**src/rtl/fss_pkg.sv**
```systemverilog
`default_nettype none
package fss_pkg;
  // ----------------------------------------
  // Timing
  // ----------------------------------------
  localparam int unsigned CLK_HZ          = 40_000_000;
  localparam int unsigned FAILSAFE_MIN_S  = 5;
  localparam int unsigned FAILSAFE_MAX_S  = 7;
  localparam int unsigned TICK_HZ         = 1000;
  localparam int unsigned TICK_CYCLES     = CLK_HZ / TICK_HZ;
  // Hold time aims at the middle of the 5..7 s window
  localparam int unsigned HOLD_MS         = (FAILSAFE_MIN_S + FAILSAFE_MAX_S) * 1000 / 2;
  localparam int unsigned BLINK_MS        = 250;
  localparam int unsigned RETEST_MS       = 100;
  // ----------------------------------------
  // Counts and widths
  // ----------------------------------------
  localparam int unsigned N_RELAY         = 4;
  localparam int unsigned N_MINOR         = 3;
  localparam int unsigned N_MAJOR         = 8;
  localparam logic [2:0]  TRANSIENT_LIMIT = 3'h5;
  localparam logic [2:0]  TRANSIENT_RESET = 3'h0;

  typedef enum logic [1:0] {
    ST_NORMAL,
    ST_DOWNGRADED,
    ST_RESTARTING,
    ST_LOCKED
  } sup_state_t;
endpackage : fss_pkg
`default_nettype wire

```
**src/rtl/fss_timer_if.sv**
```systemverilog
`default_nettype none
interface fss_timer_if;
  logic tick;
  logic blink;
  modport src (output tick, output blink);
  modport dst (input tick, input blink);
endinterface : fss_timer_if
`default_nettype wire

```
**src/rtl/fail_safe_supervisor.sv**
```systemverilog
// Contract
// - Module presence faults are minor, always checked
// - Any major fault enters fail-safe
// - Fail-safe forces all relays idle
// - Fail-safe inhibits all protection
// - Fail-safe drives watchdog idle
// - Fail-safe lights red LED, requests diagnostic
// - Minor fault: downgraded, flagged, protection runs
// - Fail-safe entry starts restart with retest
// - Fault persists at restart: locked until power
// - Fault gone: resume, hold 5 to 7 s
// - Count each transient failure
// - Fifth transient locks, no restart
// - Counter cleared only by power-on reset
// - Alarm LED flashes on internal failure
`default_nettype none
module fail_safe_supervisor
#(
  parameter int unsigned TICK_DIV = fss_pkg::TICK_CYCLES
)
(
  input  wire logic                         mclk,
  input  wire logic                         resetn,
  input  wire logic [fss_pkg::N_MAJOR-1:0]  major_fail,
  input  wire logic [fss_pkg::N_MINOR-1:0]  module_absent,
  input  wire logic [fss_pkg::N_RELAY-1:0]  relay_request,
  output var  logic [fss_pkg::N_RELAY-1:0]  relay_drive,
  output var  logic                         protection_enable,
  output var  logic                         watchdog_out,
  output var  logic                         alarm_led,
  output var  logic                         diag_request,
  output var  logic [fss_pkg::N_MINOR-1:0]  minor_status,
  output var  logic                         downgraded,
  output var  logic                         retest_run,
  output var  logic [2:0]                   transient_count,
  output var  logic                         locked
);
  import fss_pkg::*;

  // ----------------------------------------
  // Input synchronisers
  // ----------------------------------------
  logic [N_MAJOR-1:0] maj_s1_reg;
  logic [N_MAJOR-1:0] maj_s2_reg;
  logic [N_MINOR-1:0] min_s1_reg;
  logic [N_MINOR-1:0] min_s2_reg;

  always_ff @(posedge mclk)
  begin
    maj_s1_reg <= major_fail;
    maj_s2_reg <= maj_s1_reg;
    min_s1_reg <= module_absent;
    min_s2_reg <= min_s1_reg;
  end

  fss_timer_if tmr ();

  fss_tick_gen #(
    .TICK_DIV (TICK_DIV)
  ) u_tick (
    .mclk   (mclk),
    .resetn (resetn),
    .tmr    (tmr)
  );

  // ----------------------------------------
  // Classification
  // ----------------------------------------
  // Presence checks never reach the major path, so they cannot stop protection
  wire any_major = |maj_s2_reg;
  wire any_minor = |min_s2_reg;

  // ----------------------------------------
  // State machine
  // ----------------------------------------
  sup_state_t  state_reg;
  sup_state_t  state_next;
  logic [12:0] ms_reg;
  logic [12:0] ms_next;
  logic        seen_reg;
  logic        seen_next;
  logic [2:0]  trans_reg;
  logic [2:0]  trans_next;
  logic        diag_reg;

  wire in_failsafe  = (state_reg == ST_RESTARTING) || (state_reg == ST_LOCKED);
  wire retest_phase = (state_reg == ST_RESTARTING) && (ms_reg < 13'(RETEST_MS));
  wire retest_end   = retest_phase && tmr.tick && (ms_reg == 13'(RETEST_MS - 1));
  wire hold_done    = (state_reg == ST_RESTARTING) && tmr.tick && (ms_reg == 13'(HOLD_MS - 1));
  wire transient_ok = hold_done && !seen_reg && !any_major;
  wire limit_hit    = transient_ok && (trans_reg == TRANSIENT_LIMIT - 3'h1);

  always_comb
  begin
    state_next = state_reg;
    ms_next    = ms_reg;
    seen_next  = seen_reg;
    trans_next = trans_reg;
    unique case (state_reg)
      ST_NORMAL, ST_DOWNGRADED:
      begin
        if (any_major)
        begin
          state_next = ST_RESTARTING;
          ms_next    = 13'h0;
          seen_next  = 1'b0;
        end
        else
          state_next = any_minor ? ST_DOWNGRADED : ST_NORMAL;
      end
      ST_RESTARTING:
      begin
        if (tmr.tick)
          ms_next = ms_reg + 13'h1;
        // Verdict taken as the rerun window closes; by then the entry fault has long left the two-stage syncs
        if (retest_end && any_major)
          seen_next = 1'b1;
        if (hold_done)
        begin
          if (seen_reg || any_major)
            state_next = ST_LOCKED;
          else if (limit_hit)
          begin
            trans_next = trans_reg + 3'h1;
            state_next = ST_LOCKED;
          end
          else
          begin
            trans_next = trans_reg + 3'h1;
            state_next = ST_NORMAL;
          end
        end
      end
      ST_LOCKED:
        state_next = ST_LOCKED;
    endcase
  end

  always_ff @(posedge mclk)
  begin
    if (!resetn)
    begin
      state_reg <= ST_NORMAL;
      ms_reg    <= 13'h0;
      seen_reg  <= 1'b0;
      trans_reg <= TRANSIENT_RESET;
      diag_reg  <= 1'b0;
    end
    else
    begin
      state_reg <= state_next;
      ms_reg    <= ms_next;
      seen_reg  <= seen_next;
      trans_reg <= trans_next;
      diag_reg  <= (state_next == ST_RESTARTING) && !in_failsafe;
    end
  end

  // ----------------------------------------
  // Outputs
  // ----------------------------------------
  always_ff @(posedge mclk)
  begin
    if (!resetn)
    begin
      relay_drive       <= '0;
      protection_enable <= 1'b0;
      watchdog_out      <= 1'b0;
      alarm_led         <= 1'b0;
      minor_status      <= '0;
    end
    else
    begin
      relay_drive       <= in_failsafe ? '0 : relay_request;
      protection_enable <= !in_failsafe;
      watchdog_out      <= !in_failsafe && !any_major;
      alarm_led         <= in_failsafe && tmr.blink;
      minor_status      <= min_s2_reg;
    end
  end

  assign diag_request    = diag_reg;
  assign downgraded      = (state_reg == ST_DOWNGRADED);
  assign retest_run      = retest_phase;
  assign transient_count = trans_reg;
  assign locked          = (state_reg == ST_LOCKED);
endmodule : fail_safe_supervisor
`default_nettype wire

```
**src/rtl/fss_tick_gen.sv**
```systemverilog
`default_nettype none
module fss_tick_gen
#(
  parameter int unsigned TICK_DIV = fss_pkg::TICK_CYCLES
)
(
  input  wire logic mclk,
  input  wire logic resetn,
  fss_timer_if.src  tmr
);
  import fss_pkg::*;

  // ----------------------------------------
  // Millisecond enable and alarm blink
  // ----------------------------------------
  logic [31:0] div_reg;
  logic [15:0] blink_cnt_reg;
  logic        tick_reg;
  logic        blink_reg;
  wire         div_wrap = (div_reg == 32'(TICK_DIV - 1));
  wire         blink_wrap = (blink_cnt_reg == 16'(BLINK_MS - 1));

  always_ff @(posedge mclk)
  begin
    if (!resetn)
    begin
      div_reg       <= 32'h0;
      tick_reg      <= 1'b0;
      blink_cnt_reg <= 16'h0;
      blink_reg     <= 1'b0;
    end
    else
    begin
      div_reg  <= div_wrap ? 32'h0 : div_reg + 32'h1;
      tick_reg <= div_wrap;
      if (tick_reg)
      begin
        blink_cnt_reg <= blink_wrap ? 16'h0 : blink_cnt_reg + 16'h1;
        if (blink_wrap)
          blink_reg <= ~blink_reg;
      end
    end
  end

  assign tmr.tick  = tick_reg;
  assign tmr.blink = blink_reg;
endmodule : fss_tick_gen
`default_nettype wire

```
**config.mk**
```make
export PLATFORM = sky130hd
export DESIGN_NAME = fail_safe_supervisor
export DESIGN_NICKNAME = d
export VERILOG_FILES = /design/src/rtl/fss_pkg.sv /design/src/rtl/fss_timer_if.sv /design/src/rtl/fail_safe_supervisor.sv /design/src/rtl/fss_tick_gen.sv
export SDC_FILE = /design/constraint.sdc
export NUM_CORES = 1
export LEC_CHECK = 0
export ABC_AREA = 1
export CAP_MARGIN = 20
export CORE_ASPECT_RATIO = 0.5
export CORE_UTILIZATION = 47
export DETAILED_ROUTE_END_ITERATION = 8
export DONT_BUFFER_PORTS = 1
export GPL_TIMING_DRIVEN = 0
export PLACE_DENSITY = 0.62
export SKIP_CTS_REPAIR_TIMING = 1
export SYNTH_ARGS = -nofsm -noshare
export SYNTH_HDL_FRONTEND = slang
export SYNTH_HIERARCHICAL = 1
export SYNTH_SLANG_ARGS = --single-unit
```
**constraint.sdc**
```tcl
create_clock -name mclk -period 1.37 [get_ports mclk]
set_input_delay 0 -clock mclk [delete_from_list [all_inputs] [get_ports mclk]]
set_output_delay 0 -clock mclk [all_outputs]
set_load 0.05 [all_outputs]
```
==> results.md <==
* Clock sink total at 102
* Peak supply drop at just under 0.7 mV
* Commonest cells after routing, fill and taps aside: 173 x nand2_1, 102 x nor2_1, 65 x inv_1, 51 x dfxtp_1, 34 x dfxtp_2
* CTS tree: yes
* Crit-path most repeated cell: nor2_4
* Share of power burned in registers at 52.7%
* Multiplexer share of the synthesized area at 0%
* Crit path max-delay family: simple AND/OR/NAND/NOR gates
* Largest net degree at the start of global routing at 19
* Netlist cell types at 34
* Net Sw Frac at 24.6%
* Flops & latches, synth at 102
* Synth Area in Simple Gates at 40.8%
* Clock Latency Late Sink at 0.35 ns
* Vias at 4453
* Total GRT Usage at 20.0%
* Crit path DAT at 1.80 ns
* # setup viols final at 28
* Worst-Margin Slew at 0.735 ns
* Port bufs at 0
* Net Count, Synth at 724
* First-pass GRT wire length at 16.8 mm
* Pleak at 2.49 nW
* Clk buf depth at 2
* CTS root buf: clkbuf_16
* Num CTS Buffers at 9
* Startpoint Class: register
* MaxCap Viol Count at 0
* Synth Cell Area at 4800 um^2
* Core area at 9670 um^2
* DRT Pass-1 Iters at 4
* Vias/cell at 4.92
* Synth Area in Compound Gates at roughly 3.8%
* Mapped Cells at 701
* Max reg flops at 32
* Starting Density at 49.7%
* Max Freq at 662 MHz
* Most common cell after layout, fill and taps aside: nand2_1
* Req. time, crit path at between 1.5 and 2 ns
* Die H at about 73 um
* Crit path buffers/inverters at 2
* Share of layout cells above drive strength 1 at around a third
* Status: finished with violations
* Setup Skew at 0.00933 ns
* Total grt overflow at 0
* Detail-routed net length per standard cell at 12.8 um
* HP Class: in -> reg
* Antenna Cells at 0
* Die area at 10600 um^2
* DRC viols at 0
* Critical path endpoint category: register
* Sw Pwr at approximately 1.4 mW
* Number of H-tree levels at 3
* Largest stage delay, worst path at ~0.37 ns
* Main combinational cell family by area after synthesis: simple AND/OR/NAND/NOR gates
* Final min period at 1.51 ns
* Mean Syn Cell Area at between 6 and 7 um^2
* Clock Power Share at 41.5%
* Vias in the first global route at 3762
* Worst-path clk slew at roughly 0.070 ns
* RD Place Congestion at roughly 0.94
* Row cnt at 25
* Setup ws final at -0.141 ns
* Synthesized-area fraction occupied by adder cells at 1.56%
* Power per cell area at 916 nW/um^2
* Util after Layout at 66.0%
* Initial antenna violation count at 0
* Wirelength, routed at 11.6 mm
* Worst Path Max Fanout at 6
* 1st-iter DRT viols at ~210
* Post-synthesis sequential area ratio at 42.5%
* Slowest cell on crit path: dfxtp_4
* I/O pin total at 34
* Post-Synth XOR/XNOR Area at 3.28%
* P&R area growth vs syn at 32.9%
* Nets at 788
* Die Wd at 145 um
* Fin. Hold Viols at 0
* Failing checks: setup timing
* Antenna-violating nets left at 0
* Pre-CTS WS at -0.231 ns
* Crit Path Category: reg -> reg
* YS warnings at 6
* Max_slew headroom at 51.0%
* Fin crit share at 110%
* CP Cell Sequence: ha_4, nand3_4, nor2_4, nand2_2, nor2_4, nor2_4, clkinv_4, clkbuf_16, nor2_4
* Combinational power share at about 5.8%
* RSZ-0062 raised after global routing: yes
* Post-DP HPWL at 7.43 mm
* Cell Int Power at 4.41 mW
* Max-slew violations at 0
[power by group through the flow]
stage / logic, mW / clock network, mW / registers, mW
2_1_floorplan: 0.122 / 0 / 3.16
3_3_place_gp: 0.156 / 0 / 3.17
3_5_place_dp: 0.158 / 0 / 3.17
4_1_cts: 0.157 / 2.47 / 3.10
5_1_grt: 0.362 / 2.62 / 3.09
6_report: 0.336 / 2.42 / 3.08
[final timing paths]
check	from	to	slack, ns	cells after the start
worst max-delay path	u_tick/div_reg[0]	u_tick/div_reg[5]	-0.14	9
worst min register to register	maj_s1_reg[6]	maj_s2_reg[6]	0.33	0
worst max register to register	u_tick/div_reg[0]	u_tick/div_reg[5]	-0.14	9
worst min-delay path	resetn	u_tick/blink_cnt_reg[14]	0.06	4
[final cells by class]
class	count	area (um^2)
repair inverters	1	6.26
clock buffers	9	225
multi-input cells	507	2860
fillers	821	3280
inverters	86	338
plain buffers	7	80.1
well taps	135	169
repair buffers	51	502
flip-flops and latches	102	2150
clock inverters	7	55.1
[metal layers]
layer | track usage, % | share of wire (%) | up-vias
met2 | 35.1 | 48 | 67
met3 | 5.34 | 3.4 | 21
met1 | 24.3 | 46 | 2062
met4 | 6.26 | 2.0 | 0
met5 | 0 | 0 | -
li1 | - | - | 2303
[through the flow]
| stage | hold slack (ns) | cell area (um^2) | setup TNS [ns] | cells | power (mW) |
|---|---|---|---|---|---|
| final | 0.0557 | 6380 | -2.50 | 905 | 5.84 |
| after global placement | 0.0278 | 4990 | -6.32 | 836 | 3.33 |
| after global routing | 0.0483 | 6380 | -5.88 | 905 | 6.07 |
| after detailed placement | 0.0278 | 4990 | -6.50 | 836 | 3.33 |
| after floorplan | 0.0277 | 4820 | 0 | 701 | 3.29 |
| after CTS | -0.338 | 5270 | -7.74 | 852 | 5.73 |
[cells in the mapped netlist]
master / n / area, um^2
nand3b_1: 14 / 105
nand3_2: 2 / 20.0
nand3_1: 23 / 115
clkinv_1: 1 / 3.75
nor2_1: 146 / 548
inv_6: 1 / 8.76
buf_6: 2 / 22.5
clkbuf_2: 1 / 5.00
o21ai_2: 1 / 8.76
inv_1: 79 / 297
nand2_4: 1 / 11.3
nor2_2: 7 / 43.8
nand2_1: 204 / 766
dfxtp_1: 102 / 2040
inv_2: 4 / 15.0
buf_2: 1 / 5.00
clkinv_2: 1 / 5.00
nor3_1: 15 / 75.1
a21oi_2: 1 / 8.76
o21ai_4: 1 / 16.3
o21ai_0: 9 / 45.0
or2_2: 1 / 6.26
xor2_1: 12 / 105
nor2_4: 7 / 78.8
buf_8: 1 / 15.0
xnor2_1: 6 / 52.6
ha_1: 6 / 75.1
a21oi_1: 19 / 95.1
nand2_2: 8 / 50.1
and3_1: 1 / 6.26
o21a_1: 1 / 7.51
clkbuf_1: 2 / 7.51
nand4_1: 20 / 125
nor3_2: 1 / 10.0
[cell families (layout without fill, tap and decap cells)]
group | Yosys count | count (layout)
flip-flops | 102 | 102
AO/OA/AOI/OAI | 32 | 33
AND/OR/NAND/NOR | 450 | 450
buffers and inverters | 93 | 161
XOR/XNOR | 18 | 18
adder cells (fa/ha/maj) | 6 | 6
[worst reg2reg max path, stage by stage (launching register included)]
cell,delay (ns)
dfxtp_4,0.37
ha_4,0.18
nand3_4,0.09
nor2_4,0.04
nand2_2,0.10
nor2_4,0.05
nor2_4,0.23
clkinv_4,0.14
clkbuf_16,0.20
nor2_4,0.07
No activity file was read; power rests on OpenSTA's default activity.
